--- src/inc/cesc_consts.svh ---
/*
 * Constants for the charger-emulation stimulus configuration bank:
 * register offsets, field positions, reset values and field codes.
 * Assumes it is included by its bare name from the design files.
 */
`ifndef CESC_CONSTS_SVH
`define CESC_CONSTS_SVH

// ***************************************************************
// Register offsets and reset values
// ***************************************************************
`define CESC_ADDR_S2TP      8'h37
`define CESC_ADDR_S2DR      8'h38
`define CESC_ADDR_S3TD      8'h39
`define CESC_RST_S2TP       6'h00
`define CESC_RST_S2DR       3'h0
`define CESC_RST_S3TD       7'h00
`define CESC_RD_ZERO        8'h00

// ***************************************************************
// Field positions
// ***************************************************************
`define CESC_S2TP_MSB       5
`define CESC_S2TP_PD_MSB    5
`define CESC_S2TP_PD_LSB    4
`define CESC_S2TP_TH_MSB    3
`define CESC_S2DR_MSB       2
`define CESC_S3TD_MSB       6
`define CESC_S3TD_TYPE_BIT  6
`define CESC_S3TD_DEL_MSB   5
`define CESC_S3TD_DEL_LSB   3
`define CESC_S3TD_DET_MSB   2

// ***************************************************************
// Field codes
// ***************************************************************
`define CESC_RATIO_RSVD     3'h7
`define CESC_DET_RSVD_A     3'h4
`define CESC_DET_RSVD_B     3'h5
`define CESC_RESP_DIV_DP    4'h6
`define CESC_RESP_DIV_DM    4'h9
`define CESC_RESP_DIV_BOTH  4'hC

// Divider ratio in hundredths
`define CESC_PCT_0          7'd25
`define CESC_PCT_1          7'd33
`define CESC_PCT_2          7'd40
`define CESC_PCT_3          7'd50
`define CESC_PCT_4          7'd54
`define CESC_PCT_5          7'd60
`define CESC_PCT_6          7'd66
`define CESC_PCT_NONE       7'd0

// Stimulus 3 timer length in milliseconds
`define CESC_MS_0           7'd0
`define CESC_MS_1           7'd1
`define CESC_MS_2           7'd5
`define CESC_MS_3           7'd10
`define CESC_MS_4           7'd20
`define CESC_MS_5           7'd40
`define CESC_MS_6           7'd80
`define CESC_MS_7           7'd100

`endif

--- src/inc/cesc_pkg.sv ---
/*
 * Types shared by the stimulus configuration bank.
 * Assumes nothing of its surroundings.
 */
package cesc_pkg;

    // Which emulation profile family the sequencer is applying
    typedef enum logic [1:0] {
        CESC_PROF_NONE,
        CESC_PROF_LEGACY,
        CESC_PROF_BC12
    } cesc_profile_t;

endpackage

--- src/verilog/cesc_cfg_cell.sv ---
/*
 * One configuration field register with write enable.
 * Assumes the caller has already decided whether the write is accepted.
 */
`timescale 1ns/1ps

module cesc_cfg_cell
    import cesc_pkg::*;
#(
    parameter int          W   = 8,
    parameter logic [W-1:0] RST = '0
) (
    // Clock and reset
    input  wire logic         clk,
    input  wire logic         rst_n,
    // Write side
    input  wire logic         wr_en,
    input  wire logic [W-1:0] wdata,
    // Stored value
    output logic      [W-1:0] q
);

    // ***********************************************************
    // Storage
    // ***********************************************************

    // Holds its value unless an accepted write arrives
    always_ff @(posedge clk or negedge rst_n) begin
        if (!rst_n) begin
            q <= RST;
        end else if (wr_en) begin
            q <= wdata;
        end
    end

endmodule

--- src/verilog/cesc_stim_cfg.sv ---
/*
 * Stimulus 2 / stimulus 3 configuration bank for charger emulation.
 * Assumes a synchronous register port from the device's register
 * interface and a sequencer that loads profile settings by pulse.
 */
// Functional notes
// - Ratio codes map 0.25 through 0.66; 111 reserved
// - Ratio applies only for divider response codes
// - BC1.2 profiles leave divider ratio untouched
// - Legacy profiles leave pull-down and threshold untouched
// - Ratio register upper five bits read zero
// - Reserved-code writes rejected, field keeps value
`timescale 1ns/1ps
`include "cesc_consts.svh"

module cesc_stim_cfg
    import cesc_pkg::*;
(
    // Clock and reset
    input  wire logic          clk,
    input  wire logic          rst_n,
    // Register port
    input  wire logic          reg_wr,
    input  wire logic          reg_rd,
    input  wire logic [7:0]    reg_addr,
    input  wire logic [7:0]    reg_wdata,
    output logic      [7:0]    reg_rdata_r,
    output logic               reg_rd_valid_r,
    output logic               wr_reject_r,
    // Sequencer profile load
    input  wire logic          seq_load,
    input  cesc_profile_t      cur_profile,
    input  wire logic [7:0]    load_s2tp,
    input  wire logic [7:0]    load_s2dr,
    input  wire logic [7:0]    load_s3td,
    input  wire logic [3:0]    stim2_response_select,
    // Field outputs to the sequencer
    output logic      [1:0]    stim2_pulldown_current,
    output logic      [3:0]    stim2_threshold,
    output logic      [2:0]    stim2_divider_ratio,
    output logic               stim3_timer_behaviour,
    output logic      [2:0]    stim3_delay_select,
    output logic      [2:0]    stim3_detect_type,
    // Decoded settings
    output logic               divider_en_r,
    output logic      [6:0]    ratio_pct_r,
    output logic      [6:0]    delay_ms_r
);

    // ***********************************************************
    // Decode functions
    // ***********************************************************

    function automatic logic det_ok(input logic [2:0] c);
        det_ok = (c != `CESC_DET_RSVD_A) && (c != `CESC_DET_RSVD_B);
    endfunction

    function automatic logic [6:0] ratio_pct(input logic [2:0] c);
        unique case (c)
            3'h0:    ratio_pct = `CESC_PCT_0;
            3'h1:    ratio_pct = `CESC_PCT_1;
            3'h2:    ratio_pct = `CESC_PCT_2;
            3'h3:    ratio_pct = `CESC_PCT_3;
            3'h4:    ratio_pct = `CESC_PCT_4;
            3'h5:    ratio_pct = `CESC_PCT_5;
            3'h6:    ratio_pct = `CESC_PCT_6;
            3'h7:    ratio_pct = `CESC_PCT_NONE;
        endcase
    endfunction

    function automatic logic [6:0] delay_ms(input logic [2:0] c);
        unique case (c)
            3'h0:    delay_ms = `CESC_MS_0;
            3'h1:    delay_ms = `CESC_MS_1;
            3'h2:    delay_ms = `CESC_MS_2;
            3'h3:    delay_ms = `CESC_MS_3;
            3'h4:    delay_ms = `CESC_MS_4;
            3'h5:    delay_ms = `CESC_MS_5;
            3'h6:    delay_ms = `CESC_MS_6;
            3'h7:    delay_ms = `CESC_MS_7;
        endcase
    endfunction

    // ***********************************************************
    // Write decode
    // ***********************************************************

    logic [5:0] s2tp_q;
    logic [2:0] s2dr_q;
    logic [6:0] s3td_q;

    // Software write strobes per register
    wire sw_s2tp = reg_wr && (reg_addr == `CESC_ADDR_S2TP);
    wire sw_s2dr = reg_wr && (reg_addr == `CESC_ADDR_S2DR);
    wire sw_s3td = reg_wr && (reg_addr == `CESC_ADDR_S3TD);

    // Profile loads touch only the fields that profile family uses
    wire ld_s2tp = seq_load && (cur_profile == CESC_PROF_BC12);
    wire ld_s2dr = seq_load && (cur_profile == CESC_PROF_LEGACY);
    wire ld_s3td = seq_load && (cur_profile != CESC_PROF_NONE);

    // Reserved-code screening on each writer
    wire sw_dr_ok = reg_wdata[`CESC_S2DR_MSB:0] != `CESC_RATIO_RSVD;
    wire ld_dr_ok = load_s2dr[`CESC_S2DR_MSB:0] != `CESC_RATIO_RSVD;
    wire sw_td_ok = det_ok(reg_wdata[`CESC_S3TD_DET_MSB:0]);
    wire ld_td_ok = det_ok(load_s3td[`CESC_S3TD_DET_MSB:0]);

    // Software wins when both writers hit one register in a cycle
    wire       s2tp_we = sw_s2tp || ld_s2tp;
    wire [5:0] s2tp_wd = sw_s2tp ? reg_wdata[`CESC_S2TP_MSB:0]
                                 : load_s2tp[`CESC_S2TP_MSB:0];
    wire       s2dr_we = (sw_s2dr && sw_dr_ok) || (!sw_s2dr && ld_s2dr && ld_dr_ok);
    wire [2:0] s2dr_wd = sw_s2dr ? reg_wdata[`CESC_S2DR_MSB:0]
                                 : load_s2dr[`CESC_S2DR_MSB:0];
    wire       s3td_we = (sw_s3td && sw_td_ok) || (!sw_s3td && ld_s3td && ld_td_ok);
    wire [6:0] s3td_wd = sw_s3td ? reg_wdata[`CESC_S3TD_MSB:0]
                                 : load_s3td[`CESC_S3TD_MSB:0];

    wire rejected = (sw_s2dr && !sw_dr_ok) || (sw_s3td && !sw_td_ok);

    // ***********************************************************
    // Field storage
    // ***********************************************************

    cesc_cfg_cell #(.W(6), .RST(`CESC_RST_S2TP)) u_s2tp (
        .clk   (clk),
        .rst_n (rst_n),
        .wr_en (s2tp_we),
        .wdata (s2tp_wd),
        .q     (s2tp_q)
    );

    cesc_cfg_cell #(.W(3), .RST(`CESC_RST_S2DR)) u_s2dr (
        .clk   (clk),
        .rst_n (rst_n),
        .wr_en (s2dr_we),
        .wdata (s2dr_wd),
        .q     (s2dr_q)
    );

    cesc_cfg_cell #(.W(7), .RST(`CESC_RST_S3TD)) u_s3td (
        .clk   (clk),
        .rst_n (rst_n),
        .wr_en (s3td_we),
        .wdata (s3td_wd),
        .q     (s3td_q)
    );

    // Fields straight from the cell flops
    assign stim2_pulldown_current = s2tp_q[`CESC_S2TP_PD_MSB:`CESC_S2TP_PD_LSB];
    assign stim2_threshold        = s2tp_q[`CESC_S2TP_TH_MSB:0];
    assign stim2_divider_ratio    = s2dr_q;
    assign stim3_timer_behaviour  = s3td_q[`CESC_S3TD_TYPE_BIT];
    assign stim3_delay_select     = s3td_q[`CESC_S3TD_DEL_MSB:`CESC_S3TD_DEL_LSB];
    assign stim3_detect_type      = s3td_q[`CESC_S3TD_DET_MSB:0];

    // ***********************************************************
    // Read path
    // ***********************************************************

    // Unimplemented bits are padded with zero; unmapped reads give zero
    wire [7:0] rd_mux =
        (reg_addr == `CESC_ADDR_S2TP) ? {2'b00, s2tp_q} :
        (reg_addr == `CESC_ADDR_S2DR) ? {5'b00000, s2dr_q} :
        (reg_addr == `CESC_ADDR_S3TD) ? {1'b0, s3td_q} :
                                        `CESC_RD_ZERO;

    // Read data held until the next read
    always_ff @(posedge clk or negedge rst_n) begin
        if (!rst_n) begin
            reg_rdata_r    <= `CESC_RD_ZERO;
            reg_rd_valid_r <= 1'b0;
            wr_reject_r    <= 1'b0;
        end else begin
            reg_rdata_r    <= reg_rd ? rd_mux : reg_rdata_r;
            reg_rd_valid_r <= reg_rd;
            wr_reject_r    <= rejected;
        end
    end

    // ***********************************************************
    // Decoded settings
    // ***********************************************************

    // Divider only meaningful for divider responses under legacy profiles
    wire resp_div = (stim2_response_select == `CESC_RESP_DIV_DP)
                 || (stim2_response_select == `CESC_RESP_DIV_DM)
                 || (stim2_response_select == `CESC_RESP_DIV_BOTH);
    wire div_en_nxt = resp_div && (cur_profile == CESC_PROF_LEGACY);

    always_ff @(posedge clk or negedge rst_n) begin
        if (!rst_n) begin
            divider_en_r <= 1'b0;
            ratio_pct_r  <= `CESC_PCT_NONE;
            delay_ms_r   <= `CESC_MS_0;
        end else begin
            divider_en_r <= div_en_nxt;
            ratio_pct_r  <= div_en_nxt ? ratio_pct(s2dr_q) : `CESC_PCT_NONE;
            delay_ms_r   <= delay_ms(stim3_delay_select);
        end
    end

    // ***********************************************************
    // Checks
    // ***********************************************************

    chk_ratio_map: assert property (@(posedge clk) disable iff (!rst_n)
        (div_en_nxt && s2dr_q == 3'h4) |=> (ratio_pct_r == `CESC_PCT_4))
        else $error("ratio code 100 not mapped to 0.54");

    chk_div_gate: assert property (@(posedge clk) disable iff (!rst_n)
        (!resp_div || cur_profile != CESC_PROF_LEGACY)
        |=> !divider_en_r && ratio_pct_r == `CESC_PCT_NONE)
        else $error("divider ratio applied outside divider response");

    chk_bc12_ratio: assert property (@(posedge clk) disable iff (!rst_n)
        (seq_load && cur_profile == CESC_PROF_BC12 && !sw_s2dr) |=> $stable(s2dr_q))
        else $error("BC1.2 load changed divider ratio");

    chk_legacy_s2tp: assert property (@(posedge clk) disable iff (!rst_n)
        (seq_load && cur_profile == CESC_PROF_LEGACY && !sw_s2tp) |=> $stable(s2tp_q))
        else $error("legacy load changed pull-down or threshold");

    chk_upper_zero: assert property (@(posedge clk) disable iff (!rst_n)
        (reg_rd && reg_addr == `CESC_ADDR_S2DR)
        |=> reg_rdata_r[7:3] == 5'h00 && reg_rdata_r[2:0] == $past(s2dr_q))
        else $error("ratio register read wrong");

    chk_rsvd_keep: assert property (@(posedge clk) disable iff (!rst_n)
        (sw_s2dr && reg_wdata[`CESC_S2DR_MSB:0] == `CESC_RATIO_RSVD)
        |=> $stable(s2dr_q) && wr_reject_r)
        else $error("reserved ratio write accepted");

    chk_delay_map: assert property (@(posedge clk) disable iff (!rst_n)
        (stim3_delay_select == 3'h7) |=> (delay_ms_r == `CESC_MS_7))
        else $error("delay code 111 not 100 ms");

endmodule

--- config.mk ---
export PLATFORM = sky130hd
export DESIGN_NAME = cesc_stim_cfg
export DESIGN_NICKNAME = d
export VERILOG_FILES = /design/src/inc/cesc_pkg.sv /design/src/verilog/cesc_cfg_cell.sv /design/src/verilog/cesc_stim_cfg.sv
export VERILOG_INCLUDE_DIRS = /design/src /design/src/inc
export SDC_FILE = /design/constraint.sdc
export NUM_CORES = 1
export LEC_CHECK = 0
export BUFFER_PORTS_ARGS = -buffer_cell sky130_fd_sc_hd__buf_2
export CAP_MARGIN = 10
export CELL_PAD_IN_SITES_DETAIL_PLACEMENT = 1
export CELL_PAD_IN_SITES_GLOBAL_PLACEMENT = 2
export CORE_UTILIZATION = 30
export CTS_BUF_LIST = sky130_fd_sc_hd__clkbuf_8 sky130_fd_sc_hd__clkbuf_16
export DETAILED_ROUTE_END_ITERATION = 16
export PLACE_DENSITY = 0.81
export SLEW_MARGIN = 20
export SYNTH_ARGS = -nofsm -noshare
export SYNTH_HDL_FRONTEND = slang
export SYNTH_SLANG_ARGS = --single-unit
--- constraint.sdc ---
create_clock -name clk -period 1.8 [get_ports clk]
set_input_delay 0.27 -clock clk [delete_from_list [all_inputs] [get_ports clk]]
set_output_delay 0.27 -clock clk [all_outputs]
set_load 0.01 [all_outputs]
# Word-level counts from Yosys, hierarchy flattened
# Memories as Yosys holds them, arrays and structs flattened. A register that Yosys moved wholly into a read port is not among the register bits.
# Index checks and enable logic that the tools add are counted.
# totals
ff_bits	34
in_bits	51
n_memories	2
word_cells	60
mem_bits_ro	112
out_inout_bits	41
# mem_list
name	words	word_bits	rd	rd_clocked_by_memory_dff	write_ports	line_no	rtl
(name not given)	8	7	1	0	0	cesc_stim_cfg.sv:59	unique case (c)
(name not given)	8	7	1	1	0	cesc_stim_cfg.sv:72	unique case (c)
# op_classes
muxes	7
n_reduce_logical	29
eq_ne	14
# op_table
op	count
7-bit 2-to-1 mux	5
8-bit by 6-bit == test with 1-bit output, second input constant	3
3-bit inequality test, second input constant	6
1-bit logical AND	17
4-bit == test, second input constant	2
1-bit logical OR	6
6-bit 2-to-1 mux	1
1-bit logical NOT	5
4-bit by 3-bit == test with 1-bit output, second input constant	1
3-bit 2-to-1 mux	1
2-bit by 1-bit == test with 1-bit output, second input constant	1
2-bit == test, second input constant	1
2-bit nonzero test	1

# Depth between registers and ports, before layout
# Gate-level depths: netlist of run 1.
# depth
word_depth	6
mapped_depth	6
depth_no_buf	6

# Hierarchy
# Synthesis of run 1 repeated with hierarchy kept, for this count alone.
# unflattened
hier_cells	181
hier_area_um2	2188.3
# modules_own_cells
mod	area_each_um2	seq_area_each_um2	cells_each	n_inst
cesc_stim_cfg	1536.5	600.6	147	1
cesc_cfg_cell (u_s3td)	291.5	175.2	15	1
cesc_cfg_cell (u_s2tp)	251.5	150.1	13	1
cesc_cfg_cell (u_s2dr)	108.9	75.1	6	1

# Worst setup path before layout of run 1
# OpenSTA, ideal clock, no wires.
# synth_timing
path_type	input port to flip-flop
start	input reg_addr[6]
end	register u_s3td.q[0]
setup_time_ps	125
arrival_ps	1555
path_buffers	1
required_time_ps	1675
stages	5
setup_slack_ps	120
cell_sequence	and4bb_2 > clkbuf_4 > nand4_4 > mux2i_4 > mux2_2
# synth_between
elab_chain_len	6
word_cells_on_any_way	8
cone_classes	eq/ne (1); mux (1); reduce/logical (6)
# synth_rtl
element	line_no	rtl
from (decl)	cesc_stim_cfg.sv:25	input wire logic [7:0] reg_addr,
8-bit by 6-bit == test with 1-bit output (no source line) (*)	n/a	
1-bit logical AND (*)	cesc_stim_cfg.sv:95	wire sw_s3td = reg_wr && (reg_addr == `CESC_ADDR_S3TD);
1-bit logical NOT	cesc_stim_cfg.sv:115	wire s3td_we = (sw_s3td && sw_td_ok) || (!sw_s3td && ld_s3td && ld_td_ok);
1-bit logical AND (2 in series)	cesc_stim_cfg.sv:115	
1-bit logical OR	cesc_stim_cfg.sv:115	
to (signal assigned)	cesc_cfg_cell.sv:32	q <= wdata;
to (decl)	cesc_cfg_cell.sv:20	output logic [W-1:0] q
# Mark *: on every way between the ends. The rest lies on a longest branch, timed or not.
# A chain may end at the register's enable or synchronous reset.

# Worst setup path after layout of run 1
# layout_timing
start	input reg_addr[6]
end	register u_s3td.q[2]
# Same word-level chain as after synthesis.

==> results_dict.tcl, run 1 <==
set metrics [dict create \
    wirelength_microns 5360 \
    setup_tns_ns 0 \
    grt_max_degree 22 \
    antenna_found_initial 0 \
    vdd_ir_drop_max_uv 300 \
    cts_buffers 5 \
    final_util_pct 42.2 \
    multi_input_area_sq_um 930 \
    root_buffer "clkbuf_8" \
    drt_iter0_drc 70 \
    cts.path.max_buffers 2 \
    rrSetupSlack_ns 0.46 \
    required_ns 1.97 \
    post_cts_buffers 0 \
    initial_core_util_pct 31.4 \
    critPathSlowestCell "and4bb_2" \
    cts.sinks 40 \
    areaGrowthSynthToFinish_pct 34.4 \
    fin_crit_sh_pct 80.7 \
    crit_family "simple AND/OR/NAND/NOR gates" \
    leakage_nw 1.45 \
    violations "design-rule violations" \
    num_rows 29 \
    synth.avg_cell_area_sq_um 11.4 \
    grt_overflow 0 \
    async_flop_share_pct 100 \
    vias 1596 \
    crit_path_max_incr_delay_ns 0.38 \
    worstSetupPathType "in -> reg" \
    cts_tree "built" \
    synth-edff-count 0 \
    netSwitchingPower_w 0.000690 \
    min_period_ns 1.45 \
    grt_pass1_wl_microns 8980 \
    synth-main-ff-cell "dfrtp_1" \
    clk_latency_ns 0.29 \
    netlist.area_leader.share_pct 49.7 \
    p_int_w 0.00180 \
    gp_congestion 0.750 \
    cp.arrival_ns 1.62 \
    syn_inst 176 \
    die-area_sq_um 7050 \
    hold_class "in -> reg" \
    diodes 0 \
    clkTransAtPathRegs_ns 0.07 \
    crit_top_cell "mux2_2" \
    cp-end-kind "flop" \
    routedWlPerCell_microns 15.5 \
    synth_area_leader_cell "dfrtp_1" \
    die_h_microns 83.9 \
    relSlewSlack_pct 65.3 \
    dpl.hpwl_microns 4220 \
    io_buffers 81 \
    p_per_area_nw_per_um2 921 \
    drv_cap 0 \
    tightest_slew_ns 0.520 \
    critPathBufInv 2 \
    ff_latch_area_sq_um 1000 \
    postRouteAntennaNets 0 \
    seq_power_share_pct 44.9 \
    num_io_pins 92 \
    first_pass_iters 10 \
    synth.distinct_cells 38 \
    nets 328 \
    via_per_inst 4.63 \
    crit_fanout 4 \
    slew_viol_final 0 \
    grt_pass1_vias 1759 \
    swShare_pct 27.7 \
    cts_hold_repair.buffers 1 \
    fmax_ghz 0.688 \
    fin_skew_ns 0.00823 \
    syn_nets 236 \
    hold_viol_final 0 \
    synthTopCellsByCount "dfrtp_1, mux2i_1, nor2_1" \
    synth_seq_cells 40 \
    crit_path_cell_trace "buf_2, and4bb_2, nand4_4, buf_4, mux2_2, mux2_2" \
    htree_levels 2 \
    core-area_sq_um 6420 \
    status "finished with violations" \
    rsz0062_at_grt "false" \
    dieWidth_microns 83.9 \
    ys_warn_count 0 \
    netlist_area_sq_um 2010 \
    synth_seq_area_share_pct 49.7 \
    ys_top_cells_by_area "dfrtp_1, mux2i_1, mux2_2" \
    worst_setup_path_start_kind "primary input" \
    ctsResizeCount 0 \
    drive_above_1_share_pct 44.4 \
    pwr-share-clk_pct 34.0 \
    grt_usage_pct 16.4 \
    pwr-share-comb_pct 21.1 \
    nFillCells 754 \
    post-route-drc-count 6 \
    setup_violations 0 \
    yosysMostFrequentCell "dfrtp_1" \
]
-- path summary, 6_finish.rpt --
kind | to | startpoint | cells after the start
worst max-delay path | u_s3td.q[2]$_DFFE_PN0P_ | reg_addr[6] | 6
worst min-delay path | reg_rd_valid_r$_DFF_PN0_ | reg_rd | 1
worst max register to register | ratio_pct_r[3]$_DFF_PN0_ | u_s2dr.q[1]$_DFFE_PN0P_ | 6
worst min register to register | reg_rdata_r[3]$_DFFE_PN0P_ | reg_rdata_r[3]$_DFFE_PN0P_ | 2
max in group asynchronous | u_s2tp.q[2]$_DFFE_PN0P_ | rst_n | 3
min in group asynchronous | delay_ms_r[3]$_DFF_PN0_ | rst_n | 2
-- per-layer routing --
metal	up-vias	track usage [%]	wire length, microns
li1	796	-	-
met1	761	21.5	2460
met2	35	27.7	2670
met3	4	2.27	167
met4	0	5.64	60
met5	-	0	0
-- sequential cells by signal (all words and copies together) (netlist names) --
signal / flops
reg_rd_valid_r: 1
divider_en_r: 1
delay_ms_r: 7
u_s2tp.q: 6
wr_reject_r: 1
u_s3td.q: 7
reg_rdata_r: 7
u_s2dr.q: 3
ratio_pct_r: 7
-- final cells by class --
| class | count | share of cell area, % |
|---|---|---|
| tap | 77 | 3.56 |
| multi-input combinational | 116 | 34.3 |
| clock buffer | 5 | 2.54 |
| timing repair buffer | 92 | 18.6 |
| inverter | 13 | 1.80 |
| sequential | 40 | 37.0 |
| clock inverter | 2 | 2.22 |
-- cell families after synthesis --
group | share of synthesized area (%)
AND/OR/NAND/NOR | 13.7
flip-flops | 49.7
AO/OA/AOI/OAI | 9.69
multiplexers | 16.5
buffers and inverters | 4.16
adder cells (fa/ha/maj) | 5.59
other | 0.186
XOR/XNOR | 0.435
-- stage by stage --
stage	power (W)	cell area [sq um]	instances	worst slack [ns]	hold WS (ns)
finish	0.00249	2710	345	0.347	0.229
floorplan	0.00139	2010	176	0.120	-0.0256
CTS	0.00254	2710	345	0.343	0.225
detailed placement	0.00167	2570	337	0.0427	0.271
global route	0.00264	2710	345	0.307	0.233
global placement	0.00165	2570	337	0.0742	0.272
-- layout by cell type, fill, tap and decap left out, types with 6 or more instances in the layout --
cell type	instances
a21oi_1	10
a22oi_1	6
ha_1	9
mux2i_1	15
buf_2	81
inv_1	13
nor2_1	15
buf_4	9
mux2_2	13
dfrtp_1	40
-- power groups by stage --
stage	registers (W)	logic, W	clock network [W]
6_report	0.00112	0.000526	0.000849
5_1_grt	0.00114	0.000586	0.000909
4_1_cts	0.00112	0.000536	0.000877
3_5_place_dp	0.00114	0.000531	0
3_3_place_gp	0.00113	0.000516	0
2_1_floorplan	0.00115	0.000241	0
Note: power is estimated with default switching activity, not from simulation.
==> inputs of run 2 (changes only) <==
- CORE_UTILIZATION: 30 -> 28
- PLACE_DENSITY: 0.81 -> 0.77
- clock period: 1.8 -> 1.4 ns (I/O delays scaled with it)
==> results_dict.tcl, run 2 (synthesized netlist as in run 1, its figures left out) <==
set metrics [dict create \
    cp-startpoint "reg_addr[2]" \
    clkTransAtPathRegs_ns 0.08 \
    cts.sinks 40 \
    antenna_found_initial 0 \
    finalInstanceArea_sq_um 2790 \
    crit_path_max_incr_delay_ns 0.31 \
    layout_commonest_cell "buf_2" \
    top_usage_layer "met2" \
    cts_tree "built" \
    io_buffers 81 \
    cp.arrival_ns 1.53 \
    min_period_ns 1.35 \
    setup_tns_ns 0 \
    drive_above_1_share_pct 46.0 \
    fin_skew_ns 0.00785 \
    crit_fanout 3 \
    routedWlPerCell_microns 14.6 \
    critPathSlowestCell "nor3b_4" \
    core-area_sq_um 6870 \
    vdd_ir_drop_max_uv 431 \
    hold_class "in -> reg" \
    whs_ns 0.158 \
    fin_crit_sh_pct 96.4 \
    diodes 0 \
    die_h_microns 86.8 \
    drt_iter0_drc 24 \
    dpl.hpwl_microns 4290 \
    power_w 0.00308 \
    critPathBufInv 2 \
    rr_endpoint "ratio_pct_r[4]$_DFF_PN0_" \
    p_per_area_nw_per_um2 1100 \
    num_rows 30 \
    r2r.worst_path.cells 4 \
    rsz0062_at_grt "false" \
    initial_core_util_pct 29.3 \
    hold_viol_final 0 \
    setup_violations 0 \
    clk_latency_ns 0.29 \
    areaGrowthSynthToFinish_pct 38.6 \
    grtUsageMet1_pct 19.8 \
    grt_util_met2_pct 26.4 \
    wirelength_microns 5430 \
    fmax_ghz 0.741 \
    vias 1666 \
    nets 335 \
    cp-end-kind "flop" \
    die-area_sq_um 7540 \
    use_met3_pct 3.43 \
    num_io_pins 92 \
    post-route-drc-count 0 \
    postPlaceCellArea_sq_um 2670 \
    slew_viol_final 0 \
    via_per_inst 4.48 \
    root_buffer "clkbuf_8" \
    worstSetupEndpoint "u_s2dr.q[2]$_DFFE_PN0P_" \
    required_ns 1.58 \
    grt_max_degree 41 \
    worstSetupPathType "in -> reg" \
    cts_buffers 5 \
    crit_family "multiplexers" \
    grt_overflow 0 \
    rrSetupSlack_ns 0.16 \
    drv_cap 0 \
    post_cts_buffers 0 \
    final_util_pct 40.6 \
    htree_levels 2 \
    gp_congestion 0.745 \
    first_pass_iters 4 \
    dieWidth_microns 86.8 \
    cts.path.max_buffers 2 \
    path_depth 6 \
    leakage_nw 1.48 \
    worst_setup_path_start_kind "primary input" \
    layout.cells.most_common_list "buf_2, dfrtp_1, buf_4" \
    grt_usage_pct 15.7 \
    crit_path_cell_trace "buf_2, nor3b_4, buf_4, nand4b_4, mux2_2, mux2_4" \
    grt_pass1_wl_microns 8850 \
    status "completed" \
    postRouteAntennaNets 0 \
    grt_pass1_vias 1770 \
    r2r_start "u_s2dr.q[0]$_DFFE_PN0P_" \
]
## run 2: worst min-delay path by stage
stage | startpoint | end | slack (ns) | cells after the start
global placement | rst_n | reg_rdata_r[6]$_DFFE_PN0P_ | 0.20 | 2
finish | reg_rd | reg_rd_valid_r$_DFF_PN0_ | 0.16 | 1
CTS | reg_rd | reg_rd_valid_r$_DFF_PN0_ | 0.15 | 1
floorplan | rst_n | delay_ms_r[0]$_DFF_PN0_ | -0.09 | 0
global route | reg_rd | reg_rd_valid_r$_DFF_PN0_ | 0.16 | 1
detailed placement | rst_n | reg_rdata_r[6]$_DFFE_PN0P_ | 0.20 | 2
## run 2: metrics by stage
step	std cells	setup WS [ns]
4_1_cts	372	0.0306
3_5_place_dp	363	-0.281
2_1_floorplan	176	-0.210
3_3_place_gp	363	-0.256
6_report	372	0.0500
5_1_grt	372	0.00486
## run 2: area by class of cell
cell class,instances,area (sq um)
multi-input combinational,116,955
tap,96,120
timing repair buffer,99,556
inverter,13,48.8
sequential,40,1000
fill,811,4080
clock buffer,5,68.8
clock inverter,3,42.5
## run 2: routing by layer
| layer | routed length (microns) | vias to the layer above |
|---|---|---|
| li1 | - | 809 |
| met1 | 2450 | 802 |
| met2 | 2680 | 49 |
| met3 | 198 | 6 |
| met4 | 92 | 0 |
| met5 | 0 | - |
## run 2: power breakdown
| group | leakage (nW) | switching (W) | internal [W] |
|---|---|---|---|
| Sequential | 0.508 | 0.000120 | 0.00130 |
| Combinational | 0.921 | 0.000383 | 0.000349 |
| Clock | 0.0541 | 0.000405 | 0.000527 |
## run 2: what timing repair did
action                                  4_1_cts  5_1_grt
endpoints found under the hold margin        40        0
resized for setup                             0        1
hold buffers                                  1        0
endpoints found under the setup margin        0        1
